$ cat src/dspu_pkg.sv
// Constants and carrier types for the differential serial port.
// Assumes a 10 MHz system clock and an APB master with 32-bit data.
package dspu_pkg;

  // ----------------------------------------
  // Clocking
  // ----------------------------------------
  localparam longint unsigned CLK_HZ      = 64'd10000000;
  localparam longint unsigned REF_BASE_HZ = 64'd1843200;
  localparam longint unsigned REF_QUAD_HZ = 64'd7372800;
  localparam int              ACC_W       = 24;
  localparam logic [23:0] INC_BASE = 24'((REF_BASE_HZ << ACC_W) / CLK_HZ);
  localparam logic [23:0] INC_QUAD = 24'((REF_QUAD_HZ << ACC_W) / CLK_HZ);
  localparam logic [4:0]  TICK_LAST = 5'h1F;
  localparam logic [4:0]  TICK_MID  = 5'h0F;

  // ----------------------------------------
  // Register indices, byte address is four times the index
  // ----------------------------------------
  localparam logic [3:0] IDX_DATA   = 4'h0;
  localparam logic [3:0] IDX_DIVH   = 4'h1;
  localparam logic [3:0] IDX_IDENT  = 4'h2;
  localparam logic [3:0] IDX_LCTRL  = 4'h3;
  localparam logic [3:0] IDX_MODE   = 4'h4;
  localparam logic [3:0] IDX_LSTAT  = 4'h5;
  localparam logic [3:0] IDX_EVT    = 4'h6;
  localparam logic [3:0] IDX_EVMASK = 4'h7;
  localparam logic [3:0] IDX_SHARED = 4'h8;

  // ----------------------------------------
  // Field positions and values
  // ----------------------------------------
  localparam int LS_DR   = 0;
  localparam int LS_OE   = 1;
  localparam int LS_PE   = 2;
  localparam int LS_FE   = 3;
  localparam int LS_THRE = 5;
  localparam int LS_TEMT = 6;
  localparam int EV_RX   = 0;
  localparam int EV_TXE  = 1;
  localparam int EV_ERR  = 2;
  localparam logic [7:0] IDENT_RX   = 8'h04;
  localparam logic [7:0] IDENT_NONE = 8'h01;

  // ----------------------------------------
  // Reset values
  // ----------------------------------------
  localparam logic [15:0] RST_DIV   = 16'h000C;
  localparam logic [7:0]  RST_LCTRL = 8'h00;
  localparam logic [2:0]  RST_EVMSK = 3'h0;

  typedef struct packed {
    logic       divisor_access_bit;
    logic       brk;
    logic       stick;
    logic       even;
    logic       pen;
    logic       stop2;
    logic [1:0] wls;
  } dspu_lctrl_t;

  typedef struct packed {
    logic [7:0] data;
    logic       perr;
    logic       ferr;
  } dspu_rxchar_t;

endpackage

$ cat src/dspu_baud.sv
// Bit clock generator: reference clock synthesis and divisor.
// Assumes divisor and range select are stable in the CLK domain.
`timescale 1ns/1ns
module dspu_baud
(
  input  wire logic        clk,
  input  wire logic        reset,
  input  wire logic        quad_sel,
  input  wire logic [15:0] divisor,
  output logic             tick
);

  logic [23:0] acc_r;
  logic [15:0] cnt_r;
  logic        ref_tick;
  logic [23:0] acc_nxt;
  logic        div_wrap;

  // ----------------------------------------
  // Reference clock by phase accumulator
  // ----------------------------------------
  // Carry jitters by one CLK period; 32 ticks per bit hide it
  assign {ref_tick, acc_nxt} = {1'b0, acc_r}
                             + {1'b0, (quad_sel ? dspu_pkg::INC_QUAD : dspu_pkg::INC_BASE)}; // RL4
  // A zero divisor stops the bit clock
  assign div_wrap = (divisor != 16'h0000) && (cnt_r >= divisor - 16'h0001);

  always_ff @(posedge clk)
  begin
    if (reset)
    begin
      acc_r <= 24'h000000;
      cnt_r <= 16'h0000;
      tick  <= 1'b0;
    end
    else
    begin
      acc_r <= acc_nxt;
      tick  <= ref_tick & div_wrap; // RL3
      if (ref_tick)
        cnt_r <= div_wrap ? 16'h0000 : cnt_r + 16'h0001; // RL3
    end
  end

endmodule

$ cat src/dspu_uart.sv
// One serial port: APB registers, framer, receiver, driver control.
// Assumes RXD and the range strap are asynchronous to CLK.
//
// The implementer's own choice: the APB register port.
`timescale 1ns/1ns

// Overview of operation
// RL1 - Line control bit 7 swaps offsets 0 and 1 to the divisor.
// RL2 - Divisor access on: offset 0 writes low byte, offset 1 high byte.
// RL3 - Bit rate is reference clock over thirty-two times the divisor.
// RL4 - Reference is 1.8432 MHz base range, 7.3728 MHz quad range.
// RL5 - Software writes divisor 0x0C, high zero, for 4800 baud on base.
// RL6 - Line control bits 0-1 give length minus five, 5 to 8 bits.
// RL7 - Line control bit 2 clear: one stop bit; set: two.
// RL8 - Line control bits 3-6 give parity and break; software keeps zero.
// RL9 - Software clears divisor access after loading or data stays hidden.
// RL10 - Software reads the receive buffer twice to flush at startup.
// RL11 - Line status bit 0 flags a waiting character, read at offset 0.
// RL12 - Line status 0x20 flags transmitter ready; software waits for it.
// RL13 - Identification at offset 2 reads 4 for receive data, else none.
// RL14 - Two-wire mode enables the driver whenever transmit data pend.
// RL15 - Shared status at offset 8 shows which port requests interrupt.
// RL16 - Reading the buffer clears data ready unless a new one arrives.
// RL17 - Driver released after the last stop bit of the last character.
module dspu_uart
(
  input  wire logic        CLK,
  input  wire logic        RESET,
  input  wire logic        PSEL,
  input  wire logic        PENABLE,
  input  wire logic        PWRITE,
  input  wire logic [7:0]  PADDR,
  input  wire logic [31:0] PWDATA,
  output logic [31:0]      PRDATA,
  output logic             PREADY,
  output logic             PSLVERR,
  input  wire logic        RXD,
  input  wire logic        QUAD_RANGE,
  output logic             TXD,
  output logic             TX_DRIVE_EN,
  output logic             IRQ
);

  typedef enum {RX_IDLE, RX_START, RX_DATA, RX_PAR, RX_STOP} dspu_rxst_t;
  typedef enum {TX_IDLE, TX_START, TX_DATA, TX_PAR, TX_STOP} dspu_txst_t;

  logic                 rxd_s1_r;
  logic                 rxd_s2_r;
  logic                 quad_s1_r;
  logic                 quad_s2_r;
  logic [15:0]          div_r;
  dspu_pkg::dspu_lctrl_t lctrl_r;
  logic                 rx_ien_r;
  logic                 two_wire_r;
  logic [2:0]           evt_r;
  logic [2:0]           evmask_r;
  logic [7:0]           rbuf_r;
  logic                 dr_r;
  logic                 oe_r;
  logic                 pe_r;
  logic                 fe_r;
  logic [7:0]           hold_r;
  logic                 hold_full_r;
  dspu_rxst_t           rx_st_r;
  logic [4:0]           rx_cnt_r;
  logic [2:0]           rx_bit_r;
  logic [7:0]           rx_sh_r;
  logic                 rx_perr_r;
  dspu_txst_t           tx_st_r;
  logic [4:0]           tx_cnt_r;
  logic [2:0]           tx_bit_r;
  logic [7:0]           tx_sh_r;
  logic                 tx_par_r;
  logic                 tx_stop_r;
  logic                 tick;

  // ----------------------------------------
  // Input synchronisers
  // ----------------------------------------
  always_ff @(posedge CLK)
  begin
    if (RESET)
    begin
      rxd_s1_r  <= 1'b1;
      rxd_s2_r  <= 1'b1;
      quad_s1_r <= 1'b0;
      quad_s2_r <= 1'b0;
    end
    else
    begin
      rxd_s1_r  <= RXD;
      rxd_s2_r  <= rxd_s1_r;
      quad_s1_r <= QUAD_RANGE;
      quad_s2_r <= quad_s1_r;
    end
  end

  dspu_baud u_baud
  (
    .clk      (CLK),
    .reset    (RESET),
    .quad_sel (quad_s2_r),
    .divisor  (div_r),
    .tick     (tick)
  );

  // ----------------------------------------
  // APB decode
  // ----------------------------------------
  wire [3:0] idx      = PADDR[5:2];
  wire       mapped   = (PADDR[7:6] == 2'b00) && (PADDR[1:0] == 2'b00)
                        && (idx <= dspu_pkg::IDX_SHARED);
  wire       acc_req  = PSEL & PENABLE & ~PREADY;
  wire       acc_done = PSEL & PENABLE & PREADY & mapped;
  wire       wr       = acc_done & PWRITE;
  wire       rd       = acc_done & ~PWRITE;
  wire       divisor_access_bit     = lctrl_r.divisor_access_bit;
  wire       wr_divl  = wr & (idx == dspu_pkg::IDX_DATA) & divisor_access_bit; // RL2
  wire       wr_divh  = wr & (idx == dspu_pkg::IDX_DIVH) & divisor_access_bit; // RL2
  wire       wr_thr   = wr & (idx == dspu_pkg::IDX_DATA) & ~divisor_access_bit; // RL1
  wire       wr_ien   = wr & (idx == dspu_pkg::IDX_DIVH) & ~divisor_access_bit; // RL1
  wire       wr_lctrl = wr & (idx == dspu_pkg::IDX_LCTRL);
  wire       wr_mode  = wr & (idx == dspu_pkg::IDX_MODE);
  wire       wr_evt   = wr & (idx == dspu_pkg::IDX_EVT);
  wire       wr_evmsk = wr & (idx == dspu_pkg::IDX_EVMASK);
  wire       rd_rbuf  = rd & (idx == dspu_pkg::IDX_DATA) & ~divisor_access_bit; // RL11
  wire       rd_lstat = rd & (idx == dspu_pkg::IDX_LSTAT);

  // ----------------------------------------
  // Status views
  // ----------------------------------------
  wire       tx_idle  = (tx_st_r == TX_IDLE);
  wire       rx_int   = dr_r & rx_ien_r;
  wire [7:0] ident    = rx_int ? dspu_pkg::IDENT_RX : dspu_pkg::IDENT_NONE; // RL13
  wire [7:0] lstat    = {1'b0, ~hold_full_r & tx_idle, ~hold_full_r, 1'b0,
                         fe_r, pe_r, oe_r, dr_r}; // RL11 RL12
  wire [7:0] rd_lo    = (idx == dspu_pkg::IDX_DATA)   ? (divisor_access_bit ? div_r[7:0] : rbuf_r) :
                        (idx == dspu_pkg::IDX_DIVH)   ? (divisor_access_bit ? div_r[15:8]
                                                              : {7'h00, rx_ien_r}) :
                        (idx == dspu_pkg::IDX_IDENT)  ? ident :
                        (idx == dspu_pkg::IDX_LCTRL)  ? lctrl_r :
                        (idx == dspu_pkg::IDX_MODE)   ? {7'h00, two_wire_r} :
                        (idx == dspu_pkg::IDX_LSTAT)  ? lstat :
                        (idx == dspu_pkg::IDX_EVT)    ? {5'h00, evt_r} :
                        (idx == dspu_pkg::IDX_EVMASK) ? {5'h00, evmask_r} :
                        {7'h00, IRQ | rx_int}; // RL15
  wire [31:0] rdata   = mapped ? {24'h000000, rd_lo} : 32'h00000000;

  // One wait state; data captured with the ready flop
  always_ff @(posedge CLK)
  begin
    if (RESET)
    begin
      PREADY  <= 1'b0;
      PSLVERR <= 1'b0;
      PRDATA  <= 32'h00000000;
    end
    else
    begin
      PREADY  <= acc_req;
      PSLVERR <= acc_req & ~mapped;
      if (acc_req & ~PWRITE)
        PRDATA <= rdata;
    end
  end

  // ----------------------------------------
  // Control registers
  // ----------------------------------------
  always_ff @(posedge CLK)
  begin
    if (RESET)
    begin
      div_r      <= dspu_pkg::RST_DIV;
      lctrl_r    <= dspu_pkg::RST_LCTRL;
      rx_ien_r   <= 1'b0;
      two_wire_r <= 1'b0;
      evmask_r   <= dspu_pkg::RST_EVMSK;
    end
    else
    begin
      if (wr_divl)
        div_r[7:0] <= PWDATA[7:0]; // RL2
      if (wr_divh)
        div_r[15:8] <= PWDATA[7:0]; // RL2
      if (wr_lctrl)
        lctrl_r <= PWDATA[7:0]; // RL1
      if (wr_ien)
        rx_ien_r <= PWDATA[0];
      if (wr_mode)
        two_wire_r <= PWDATA[0];
      if (wr_evmsk)
        evmask_r <= PWDATA[2:0];
    end
  end

  // ----------------------------------------
  // Receiver, 32 ticks per bit, sampled mid-bit
  // ----------------------------------------
  wire [2:0] last_bit = {1'b0, lctrl_r.wls} + 3'h4; // RL6
  wire       rx_edge  = tick & (rx_cnt_r == dspu_pkg::TICK_LAST);
  wire       rx_done  = rx_edge & (rx_st_r == RX_STOP);
  wire [7:0] rx_align = rx_sh_r >> (2'h3 - lctrl_r.wls); // RL6
  dspu_pkg::dspu_rxchar_t rx_char;
  assign rx_char = '{data: rx_align, perr: rx_perr_r, ferr: ~rxd_s2_r};
  wire       par_calc = ^rx_align;

  always_ff @(posedge CLK)
  begin
    if (RESET)
    begin
      rx_st_r   <= RX_IDLE;
      rx_cnt_r  <= 5'h00;
      rx_bit_r  <= 3'h0;
      rx_sh_r   <= 8'h00;
      rx_perr_r <= 1'b0;
    end
    else if (tick)
    begin
      rx_cnt_r <= rx_cnt_r + 5'h01;
      case (rx_st_r)
        RX_IDLE:
        begin
          rx_cnt_r <= 5'h00;
          if (!rxd_s2_r)
            rx_st_r <= RX_START;
        end
        RX_START:
          if (rx_cnt_r == dspu_pkg::TICK_MID)
          begin
            rx_cnt_r  <= 5'h00;
            rx_bit_r  <= 3'h0;
            rx_perr_r <= 1'b0;
            rx_st_r   <= rxd_s2_r ? RX_IDLE : RX_DATA;
          end
        RX_DATA:
          if (rx_edge)
          begin
            rx_sh_r  <= {rxd_s2_r, rx_sh_r[7:1]};
            rx_bit_r <= rx_bit_r + 3'h1;
            if (rx_bit_r == last_bit)
              rx_st_r <= lctrl_r.pen ? RX_PAR : RX_STOP; // RL8
          end
        RX_PAR:
          if (rx_edge)
          begin
            rx_perr_r <= rxd_s2_r != (lctrl_r.stick ? ~lctrl_r.even
                                                    : par_calc ^ ~lctrl_r.even); // RL8
            rx_st_r   <= RX_STOP;
          end
        RX_STOP:
          if (rx_edge)
            rx_st_r <= RX_IDLE;
        default:
          rx_st_r <= RX_IDLE;
      endcase
    end
  end

  // Arrival beats a read in the same cycle
  always_ff @(posedge CLK)
  begin
    if (RESET)
    begin
      rbuf_r <= 8'h00;
      dr_r   <= 1'b0;
      oe_r   <= 1'b0;
      pe_r   <= 1'b0;
      fe_r   <= 1'b0;
    end
    else
    begin
      if (rx_done)
        rbuf_r <= rx_char.data; // RL11
      dr_r <= rx_done | (dr_r & ~rd_rbuf); // RL16
      oe_r <= (rx_done & dr_r & ~rd_rbuf) | (oe_r & ~rd_lstat);
      pe_r <= (rx_done & rx_char.perr) | (pe_r & ~rd_lstat);
      fe_r <= (rx_done & rx_char.ferr) | (fe_r & ~rd_lstat);
    end
  end

  // ----------------------------------------
  // Transmitter
  // ----------------------------------------
  wire       tx_load  = tx_idle & hold_full_r;
  wire       tx_edge  = tick & (tx_cnt_r == dspu_pkg::TICK_LAST);
  wire [7:0] tx_mask  = 8'hFF >> (2'h3 - lctrl_r.wls); // RL6
  wire       tx_pbit  = lctrl_r.stick ? ~lctrl_r.even
                                      : ^(hold_r & tx_mask) ^ ~lctrl_r.even; // RL8
  wire       txd_nxt  = (tx_st_r == TX_START) ? 1'b0 :
                        (tx_st_r == TX_DATA)  ? tx_sh_r[0] :
                        (tx_st_r == TX_PAR)   ? tx_par_r : 1'b1;

  always_ff @(posedge CLK)
  begin
    if (RESET)
    begin
      hold_r      <= 8'h00;
      hold_full_r <= 1'b0;
    end
    else
    begin
      if (wr_thr)
        hold_r <= PWDATA[7:0];
      hold_full_r <= wr_thr | (hold_full_r & ~tx_load); // RL12
    end
  end

  always_ff @(posedge CLK)
  begin
    if (RESET)
    begin
      tx_st_r   <= TX_IDLE;
      tx_cnt_r  <= 5'h00;
      tx_bit_r  <= 3'h0;
      tx_sh_r   <= 8'h00;
      tx_par_r  <= 1'b0;
      tx_stop_r <= 1'b0;
    end
    else if (tx_load)
    begin
      tx_st_r  <= TX_START;
      tx_cnt_r <= 5'h00;
      tx_bit_r <= 3'h0;
      tx_sh_r  <= hold_r;
      tx_par_r <= tx_pbit;
    end
    else if (tick)
    begin
      tx_cnt_r <= tx_cnt_r + 5'h01;
      case (tx_st_r)
        TX_IDLE:
          tx_cnt_r <= 5'h00;
        TX_START:
          if (tx_edge)
            tx_st_r <= TX_DATA;
        TX_DATA:
          if (tx_edge)
          begin
            tx_sh_r  <= {1'b0, tx_sh_r[7:1]};
            tx_bit_r <= tx_bit_r + 3'h1;
            if (tx_bit_r == last_bit) // RL6
            begin
              tx_stop_r <= lctrl_r.stop2; // RL7
              tx_st_r   <= lctrl_r.pen ? TX_PAR : TX_STOP; // RL8
            end
          end
        TX_PAR:
          if (tx_edge)
            tx_st_r <= TX_STOP;
        TX_STOP:
          if (tx_edge)
          begin
            tx_stop_r <= 1'b0;
            if (!tx_stop_r)
              tx_st_r <= TX_IDLE; // RL7
          end
        default:
          tx_st_r <= TX_IDLE;
      endcase
    end
  end

  // ----------------------------------------
  // Line and driver outputs
  // ----------------------------------------
  // Four-wire lines keep the driver on; two-wire shares the pair
  wire de_nxt = ~two_wire_r | hold_full_r | ~tx_idle; // RL14 RL17

  always_ff @(posedge CLK)
  begin
    if (RESET)
    begin
      TXD         <= 1'b1;
      TX_DRIVE_EN <= 1'b0;
    end
    else
    begin
      TXD         <= lctrl_r.brk ? 1'b0 : txd_nxt; // RL8
      TX_DRIVE_EN <= de_nxt; // RL14 RL17
    end
  end

  // ----------------------------------------
  // Event status and interrupt
  // ----------------------------------------
  wire [2:0] ev_set = {rx_done & (rx_char.perr | rx_char.ferr | dr_r),
                       tx_load, rx_done};
  wire [2:0] ev_clr = wr_evt ? PWDATA[2:0] : 3'h0;

  // Hardware set wins over a write-one clear in the same cycle
  always_ff @(posedge CLK)
  begin
    if (RESET)
    begin
      evt_r <= 3'h0;
      IRQ   <= 1'b0;
    end
    else
    begin
      evt_r <= (evt_r & ~ev_clr) | ev_set;
      IRQ   <= |(evt_r & evmask_r);
    end
  end

endmodule

$ cat config.mk
export PLATFORM = sky130hd
export DESIGN_NAME = dspu_uart
export DESIGN_NICKNAME = d
export VERILOG_FILES = /design/src/dspu_pkg.sv /design/src/dspu_baud.sv /design/src/dspu_uart.sv
export SDC_FILE = /design/constraint.sdc
export NUM_CORES = 1
export LEC_CHECK = 0
export BUFFER_PORTS_ARGS = -buffer_cell sky130_fd_sc_hd__buf_4
export CORE_MARGIN = 3
export CORE_UTILIZATION = 50
export DETAILED_ROUTE_END_ITERATION = 8
export PLACE_DENSITY = 0.74
export SKIP_LAST_GASP = 1
export SYNTH_ARGS = -nofsm -noshare
export SYNTH_HDL_FRONTEND = slang
export SYNTH_SLANG_ARGS = --single-unit
$ cat constraint.sdc
create_clock -name CLK -period 8.65 [get_ports CLK]
set_clock_uncertainty 0.15 [all_clocks]
set_input_delay 1.2975 -clock CLK [delete_from_list [all_inputs] [get_ports CLK]]
set_output_delay 1.2975 -clock CLK [all_outputs]
set_load 0.05 [all_outputs]
==> results of run 1 <==
## routing by layer
metal / track usage / share of wire
met5: 0 / 0
met4: 0.08980 / 0.031
met3: 0.04118 / 0.044
met1: 0.2805 / 0.47
met2: 0.3346 / 0.46
## report_power, final
group / internal [mW] / total, mW / switching, mW
clock: 0.410 / 0.707 / 0.296
combinational: 0.139 / 0.368 / 0.229
sequential: 0.743 / 0.774 / 0.0315
total: 1.29 / 1.85 / 0.557
## sequential cells by signal (all words and copies together) (netlist names), 3 cells and up
name          flops
rbuf_r            8
div_r            16
evt_r             3
evmask_r          3
rx_bit_r          3
tx_st_r           3
rx_st_r           3
tx_cnt_r          5
rx_cnt_r          5
tx_bit_r          3
u_baud.acc_r     24
hold_r            8
u_baud.cnt_r     16
tx_sh_r           8
rx_sh_r           8
PRDATA            8
lctrl_r           7
## worst max-delay path by stage
stage | startpoint | end | cells past startpoint
after global routing | div_r[2] | u_baud.cnt_r[6] | 13
after detailed placement | div_r[2] | u_baud.cnt_r[6] | 13
after CTS | div_r[2] | u_baud.cnt_r[6] | 13
after global placement | div_r[2] | u_baud.cnt_r[6] | 13
after floorplan | PADDR[7] | div_r[3] | 6
final | div_r[2] | u_baud.cnt_r[6] | 13
## through the flow
step,utilization,cell area [um^2]
floorplan,-,8666
global placement,0.5276,8811
detailed placement,0.5276,8811
CTS,0.5609,9368
global route,0.5609,9368
finish,0.5609,9368
## area by class of cell
class | instances | area, um^2 | area share
Clock buffer | 21 | 460.4 | 0.04915
Tap cell | 220 | 275.3 | 0.02938
Multi-Input combinational cell | 813 | 5140 | 0.5487
Inverter | 20 | 75.07 | 0.008014
Clock inverter | 10 | 96.34 | 0.01028
Sequential cell | 152 | 3043 | 0.3248
Timing Repair Buffer | 37 | 277.8 | 0.02965
## worst register-to-register path, stage by stage (launching register included)
cell	delay [ns]
sky130_fd_sc_hd__dfxtp_1	0.37
sky130_fd_sc_hd__nor4_2	0.38
sky130_fd_sc_hd__nor2b_1	0.25
sky130_fd_sc_hd__nand3_1	0.16
sky130_fd_sc_hd__nor3_1	0.23
sky130_fd_sc_hd__xnor2_1	0.15
sky130_fd_sc_hd__ha_1	0.26
sky130_fd_sc_hd__a21oi_1	0.14
sky130_fd_sc_hd__nor2_1	0.06
sky130_fd_sc_hd__a211oi_1	0.34
sky130_fd_sc_hd__o211ai_1	0.24
sky130_fd_sc_hd__nand2_2	0.44
sky130_fd_sc_hd__o21ai_0	0.21
sky130_fd_sc_hd__a311oi_2	0.29
## kinds of logic (layout without fill, tap and decap cells)
kind of cell,after synthesis,after routing,synth area share
simple gates,414,414,0.2370
compound gates,229,229,0.1769
flops,152,152,0.3547
buf+inv,97,88,0.05629
xor+xnor,55,55,0.05615
mux,51,51,0.06023
fa+ha+maj,40,40,0.05833
other cells,1,24,0.0004371
## placed cells by master (no fill, tap or decap), drive strengths merged, types with 4 or more instances in the layout
cell	netlist	layout
a32oi	4	4
mux2	5	5
nor2	130	130
o211ai	6	6
a21oi	94	94
mux2i	46	46
a211oi	17	17
a41oi	4	4
buf	39	37
xor2	19	19
nor2b	15	15
and2	7	7
and3	11	11
nand4b	4	4
o32ai	6	6
nor3	24	24
nand4	10	10
or3	7	7
a311oi	4	4
nor3b	6	6
a31oi	6	6
or2	5	5
a221o	4	4
inv	20	22
nand2	120	120
clkbuf	38	21
nor4	10	10
nand2b	9	9
o21ai	36	36
clkinvlp	0	4
nand3	40	40
nand3b	9	9
conb	1	24
dfxtp	152	152
xnor2	36	36
ha	40	40
a22oi	10	10
o21a	5	5
==> reports/qor_table.md, run 1 <==
| Group | Result | Reported |
|:---|:---|:---|
| worst setup path | Data arrival time of the worst path | 3.94 ns |
| pwr | Tot Pwr | 1.849 mW |
| floorplan | Row count | 47 |
| clock network | TritonCTS clock tree | built |
| layout | Area overhead of the layout relative to synthesis | 9.188% |
| layout | Antenna diodes | 0 |
| worst setup path | Family of cells with the greatest summed delay on the critical path | simple AND/OR/NAND/NOR gates |
| place | Number of buffers inserted by port buffering | 35 |
| floorplan | Floorplan die width | 137.0 um |
| place | Placed Instances | 1242 |
| worst setup path | Crit end category | register |
| layout | Layout filler cell count | 1546 |
| routing | Total vias in the final route | 7210 |
| worst hold path | Hold path cells | 1 |
| worst hold path | End of the worst hold path | quad_s2_r |
| routing | Number of DRC violations after detailed routing | 0 |
| worst hold path | Hold Path Class | register to register |
| floorplan | Initial Utilization | 0.5137 |
| routing | Vias per std cell | 5.664 |
| worst setup path | Required @ worst endpoint | 8.84 ns |
| routing | Detailed Routing Iterations Pass 1 | 5 |
| place | GP Congestion | 0.8865 |
| worst setup path | R2r worst-path depth | 13 |
| run status | Outcome | finished clean |
| worst setup path | Slowest cell on crit path | sky130_fd_sc_hd__nand2_2 |
| synthesis | Top-count cell post-synth | sky130_fd_sc_hd__dfxtp_1 |
| synthesis | Post-Synthesis Mean Instance Area | 8.257 um^2 |
| clock network | Worst skew pair latency | 0.43 ns |
| worst setup path | Critical R2R Capture | u_baud.cnt_r[6] |
| sta | Number of pins exceeding their max-slew limit in the final report | 0 |
| sta | Final Cycle Share | 0.4342 |
| synthesis | Share of synthesized area occupied by flip-flops and latches | 0.3547 |
| synthesis | Most frequent cells after synthesis | sky130_fd_sc_hd__dfxtp_1 (152), sky130_fd_sc_hd__nor2_1 (127), sky130_fd_sc_hd__nand2_1 (119), sky130_fd_sc_hd__a21oi_1 (91), sky130_fd_sc_hd__mux2i_1 (46) |
| worst setup path | Critical path class | register to register |
| synthesis | Post-synth top area cell | sky130_fd_sc_hd__dfxtp_1 |
| worst hold path | Start point of the worst min-delay path | quad_s1_r |
| place | Worst slack at placement | 4.955 ns |
| synthesis | Distinct cell type count of the synthesized netlist | 85 |
| sta | Fin. Hold Viols | 0 |
| clock network | Number of cells upsized or downsized after cts | 0 |
| layout | Nets | 1128 |
| run | Max-cap violations | 0 |
| synthesis | Commonest register cell after synthesis | sky130_fd_sc_hd__dfxtp_1 |
| synthesis | Cell types with the largest area share after synthesis | sky130_fd_sc_hd__dfxtp_1 (35%), sky130_fd_sc_hd__ha_1 (5.8%), sky130_fd_sc_hd__nor2_1 (5.6%) |
| sta | Sum of negative setup slack | 0 ns |
| worst setup path | Cell chain of the critical path | nor4_2 > nor2b_1 > nand3_1 > nor3_1 > xnor2_1 > ha_1 > a21oi_1 > nor2_1 > a211oi_1 > o211ai_1 > nand2_2 > o21ai_0 > a311oi_2 |
| clock network | Root buffer cell | sky130_fd_sc_hd__clkbuf_16 |
| sta | Upper clock frequency limit | 266.2 MHz |
| sta | Setup repair after global routing missed its margin | no |
| floorplan | Die ar. | 0.01877 mm^2 |
| floorplan | Placeable core region | 0.01670 mm^2 |
| layout | Filler-free cell count of the finished design | 1273 |
| sta | Worst Max-Slew Pin Slew | 0.9899 ns |
| clock network | Number of buffers created by CTS | 17 |
| worst setup path | R2R Path Start | div_r[2] |
| synthesis | Flop and latch count out of synthesis | 152 |
| sta | Worst setup slack after layout | 4.894 ns |
| sta | Slew headroom | 0.3392 |
| synthesis | Post-Syn Area | 0.008579 mm^2 |
| synthesis | Instance count of the mapped netlist | 1039 |
| clock network | Setup Fix Bufs, Post-CTS | 0 |
| routing | Count of antenna-violating nets left after detailed routing | 0 |
| synthesis | Synth top area share | 0.3547 |
| worst setup path | Count of buffering cells on the critical path with inverters included | 0 |
| floorplan | Ports placed on the boundary | 84 |
| pwr | Power per standard cell area | 197.3 mW/mm^2 |
| clock network | Clock-pin slew on the worst setup and hold paths | 0.06 ns |
| clock network | CTS max path bufs | 2 |
| worst setup path | Top fanout value on the critical path | 26 |
| worst setup path | Worst path max stage delay | 0.44 ns |
| floorplan | Height of the chip | 137.0 um |
| synthesis | Number of enable-type register cells in the synthesized netlist | 0 |
| worst setup path | Setup crit start kind | register |
| synthesis | Syn. warnings | 0 |
| place | Placed wire-length estimate | 13240 um |
| sta | Final Critical Period | 3.756 ns |
| layout | Proportion of layout cells with a drive suffix above 1 | 0.09877 |
| global routing | Vias in the first global route | 6657 |
| global routing | Largest net degree at the start of global routing | 76 |
| global routing | Global-route wire length before repair | 31980 um |
| clock network | CTS Sinks | 152 |
| sta | Setup-failing EPs final | 0 |
| global routing | Initial antenna violation count | 0 |
| routing | Total detailed-routing wirelength | 19230 um |
| global routing | GRT Overall Usage | 0.2111 |
| routing | Routed length per instance | 15.11 um |
| worst setup path | Register-to-Register Setup Slack | 4.89 ns |
| synthesis | Asr flop ratio synth | 0 |
| clock network | Number of buffers added to fix hold violations after cts | 0 |
| global routing | Remaining global-route overflow | 0 |
| routing | DRC violation total after the first TritonRoute iteration | 626 |
| pwr | Peak supply drop | 0.0001380 V |
| pwr | Leak | 3.441 nW |
| sta | Hold Worst Slack | 0.2918 ns |
| clock network | Deepest level of the CTS H-tree | 4 |
Power figures use the tool's default switching activity.
==> inputs of run 2 (changes only) <==
==> constraint.sdc (replaced) <==
create_clock -name CLK -period 3.58 [get_ports CLK]
set_clock_uncertainty 0.15 [all_clocks]
set_input_delay 0.537 -clock CLK [delete_from_list [all_inputs] [get_ports CLK]]
set_output_delay 0.537 -clock CLK [all_outputs]
set_load 0.05 [all_outputs]
==> run 2 against run 1 <==
  * Clock power rose by 140%
  * Final area rose by 1.5%
  * Sequential power rose by 140%
  * Via count rose by 1.1%
  * Cell count rose by 1.3%
  * First-iteration DRC count fell by 12%
  * Die area did not move
  * Power rose by 150%
  * Count of clock-buffer cells in the layout rose by 3
  * Largest power group unchanged
  * Highest routed layer unchanged
==> reports/qor_table.md, run 2 (synthesis results as in run 1) <==
| Group | Result | Reported |
|:---|:---|:---|
| run status | Outcome | finished clean |
| worst setup path | Required @ worst endpoint | 3.71 ns |
| floorplan | Initial Utilization | 0.5137 |
| floorplan | Row count | 47 |
| layout | Layout filler cell count | 1514 |
| routing | Count of antenna-violating nets left after detailed routing | 0 |
| place | Number of buffers inserted by port buffering | 35 |
| layout | Area overhead of the layout relative to synthesis | 10.81% |
| worst setup path | Setup crit start kind | register |
| floorplan | Placeable core region | 0.01670 mm^2 |
| pwr | Power per standard cell area | 476.7 mW/mm^2 |
| global routing | Largest net degree at the start of global routing | 59 |
| clock network | Deepest level of the CTS H-tree | 4 |
| sta | Fin. Hold Viols | 0 |
| clock network | Number of buffers added to fix hold violations after cts | 0 |
| sta | Final Critical Period | 3.224 ns |
| pwr | Sequential share of power | 0.413 |
| sta | Setup-failing EPs final | 0 |
| worst setup path | Top fanout value on the critical path | 10 |
| pwr | Internal | 3.204 mW |
| routing | Routed length per instance | 14.94 um |
| routing | Detailed Routing Iterations Pass 1 | 5 |
| clock network | Number of buffers created by CTS | 17 |
| clock network | CTS Sinks | 152 |
| sta | Slew headroom | 0.4921 |
| sta | Worst setup slack after layout | 0.3557 ns |
| worst setup path | Crit end category | register |
| pwr | Switching Share | 0.2930 |
| pwr | Leak | 3.523 nW |
| place | GP Congestion | 0.8511 |
| place | Placed wire-length estimate | 13250 um |
| routing | Total vias in the final route | 7289 |
| layout | Antenna diodes | 0 |
| sta | Upper clock frequency limit | 310.1 MHz |
| layout | Max reg flops | 24 |
| routing | Number of DRC violations after detailed routing | 0 |
| layout | Most frequent cells in the layout | sky130_fd_sc_hd__dfxtp_1 (152), sky130_fd_sc_hd__nor2_1 (127), sky130_fd_sc_hd__nand2_1 (119) |
| worst hold path | Hold Path Class | input pin to register |
| global routing | GRT Overall Usage | 0.2080 |
| layout | Registers with the highest flip-flop counts | u_baud.acc_r (24), div_r (16), u_baud.cnt_r (16) |
| global routing | Vias in the first global route | 6668 |
| clock network | Root buffer cell | sky130_fd_sc_hd__clkbuf_16 |
| global routing | Remaining global-route overflow | 0 |
| run | Max-cap violations | 0 |
| sta | Setup repair after global routing missed its margin | no |
| floorplan | Die ar. | 0.01877 mm^2 |
| pwr | Peak supply drop | 0.0003071 V |
| global routing | Initial antenna violation count | 0 |
| floorplan | Ports placed on the boundary | 84 |
| worst setup path | Critical path class | register to register |
| pwr | Power share of the clock group | 0.382 |
| layout | Most frequent standard cell in the layout excluding fill and tap cells | sky130_fd_sc_hd__dfxtp_1 |
| pwr | Switching Power | 1.328 mW |
| worst setup path | Data arrival time of the worst path | 3.36 ns |
| floorplan | Height of the chip | 137.0 um |
| sta | Number of pins exceeding their max-slew limit in the final report | 0 |
| layout | Register ranked first by flip-flop count | u_baud.acc_r |
| layout | Nets | 1145 |
| place | Worst slack at placement | 0.1928 ns |
| sta | Final Cycle Share | 0.9006 |
| clock network | TritonCTS clock tree | built |
| routing | DRC violation total after the first TritonRoute iteration | 550 |
| sta | Sum of negative setup slack | 0 ns |
| sta | Worst Max-Slew Pin Slew | 0.7608 ns |
| clock network | CTS max path bufs | 2 |
| routing | Vias per std cell | 5.650 |
| clock network | Clock-pin slew on the worst setup and hold paths | 0.06 ns |
| global routing | Global-route wire length before repair | 31770 um |
| pwr | Tot Pwr | 4.532 mW |
| clock network | Worst skew pair latency | 0.42 ns |
| layout | Proportion of layout cells with a drive suffix above 1 | 0.1103 |
| floorplan | Floorplan die width | 137.0 um |
| pwr | Combinational fraction of design power | 0.206 |
| routing | Total detailed-routing wirelength | 19270 um |
==> run 2: changes by cell type in the layout (fill, tap and decap cells not counted), sizes merged <==
cell / before / now
clkbuf: 21 / 24
clkinvlp: 4 / 3
clkinv: 3 / 2
inv: 22 / 20
buf: 37 / 54
bufinv: 1 / 2
==> run 2: critical path, stage by stage (launching register included) <==
cell and delay [ns]:
sky130_fd_sc_hd__dfxtp_1 0.32, sky130_fd_sc_hd__nor4_2 0.28, sky130_fd_sc_hd__nor2b_1 0.24, sky130_fd_sc_hd__nand3_1 0.13, sky130_fd_sc_hd__buf_4 0.17, sky130_fd_sc_hd__nor2_1 0.12
sky130_fd_sc_hd__xnor2_1 0.08, sky130_fd_sc_hd__ha_1 0.32, sky130_fd_sc_hd__nand4_1 0.12, sky130_fd_sc_hd__nor2_1 0.11, sky130_fd_sc_hd__o31ai_1 0.07, sky130_fd_sc_hd__a21oi_1 0.36
sky130_fd_sc_hd__nand2_4 0.15, sky130_fd_sc_hd__buf_4 0.19, sky130_fd_sc_hd__nand3_1 0.17, sky130_fd_sc_hd__o32ai_2 0.11
==> run 2: layout make-up <==
class | count | area (um^2) | share of cell area
Clock inverter | 7 | 96.34 | 0.01013
Multi-Input combinational cell | 813 | 5150 | 0.5417
Sequential cell | 152 | 3043 | 0.3201
Clock buffer | 24 | 461.7 | 0.04857
Timing Repair Buffer | 54 | 405.4 | 0.04264
Tap cell | 220 | 275.3 | 0.02895
Inverter | 20 | 75.07 | 0.007897
==> run 2: timing repair <==
item,CTS,global route
resized for setup,0,2
setup endpoints to repair,0,15
hold endpoints to repair,0,0
buffers inserted,0,2
==> run 2: worst paths after layout <==
check	startpoint	endpoint	slack, ns	cells after the start
setup / recovery	div_r[2]	u_baud.cnt_r[8]	0.36	15
hold / removal	RXD	rxd_s1_r	0.17	2
setup reg to reg	div_r[2]	u_baud.cnt_r[8]	0.36	15
hold reg to reg	quad_s1_r	quad_s2_r	0.30	1
==> run 2: power by group through the flow <==
stage                     combinational, mW  sequential [mW]  clock [mW]
final                                 0.932             1.87        1.73
after global routing                   1.04             1.88        1.82
after CTS                             0.905             1.87        1.75
after detailed placement              0.895             1.90           0
after global placement                0.875             1.90           0
after floorplan                       0.752             1.89           0
==> run 2: per-stage QoR <==
stage,utilization,cell area (um^2),std cells,hold WS (ns)
3_3_place_gp,0.5343,8924,1257,0.2665
5_1_grt,0.5692,9507,1290,0.1498
4_1_cts,0.5677,9482,1288,0.1570
3_5_place_dp,0.5343,8924,1257,0.2913
2_1_floorplan,-,8666,1062,0.2395
6_report,0.5692,9507,1290,0.1655
==> run 2: per-layer routing <==
metal | global-route usage | vias to the layer above | share of wire
li1 | - | 3670 | -
met1 | 0.2808 | 3401 | 0.48
met3 | 0.04816 | 29 | 0.048
met4 | 0.07373 | 0 | 0.020
met5 | 0 | - | 0
met2 | 0.3262 | 189 | 0.46
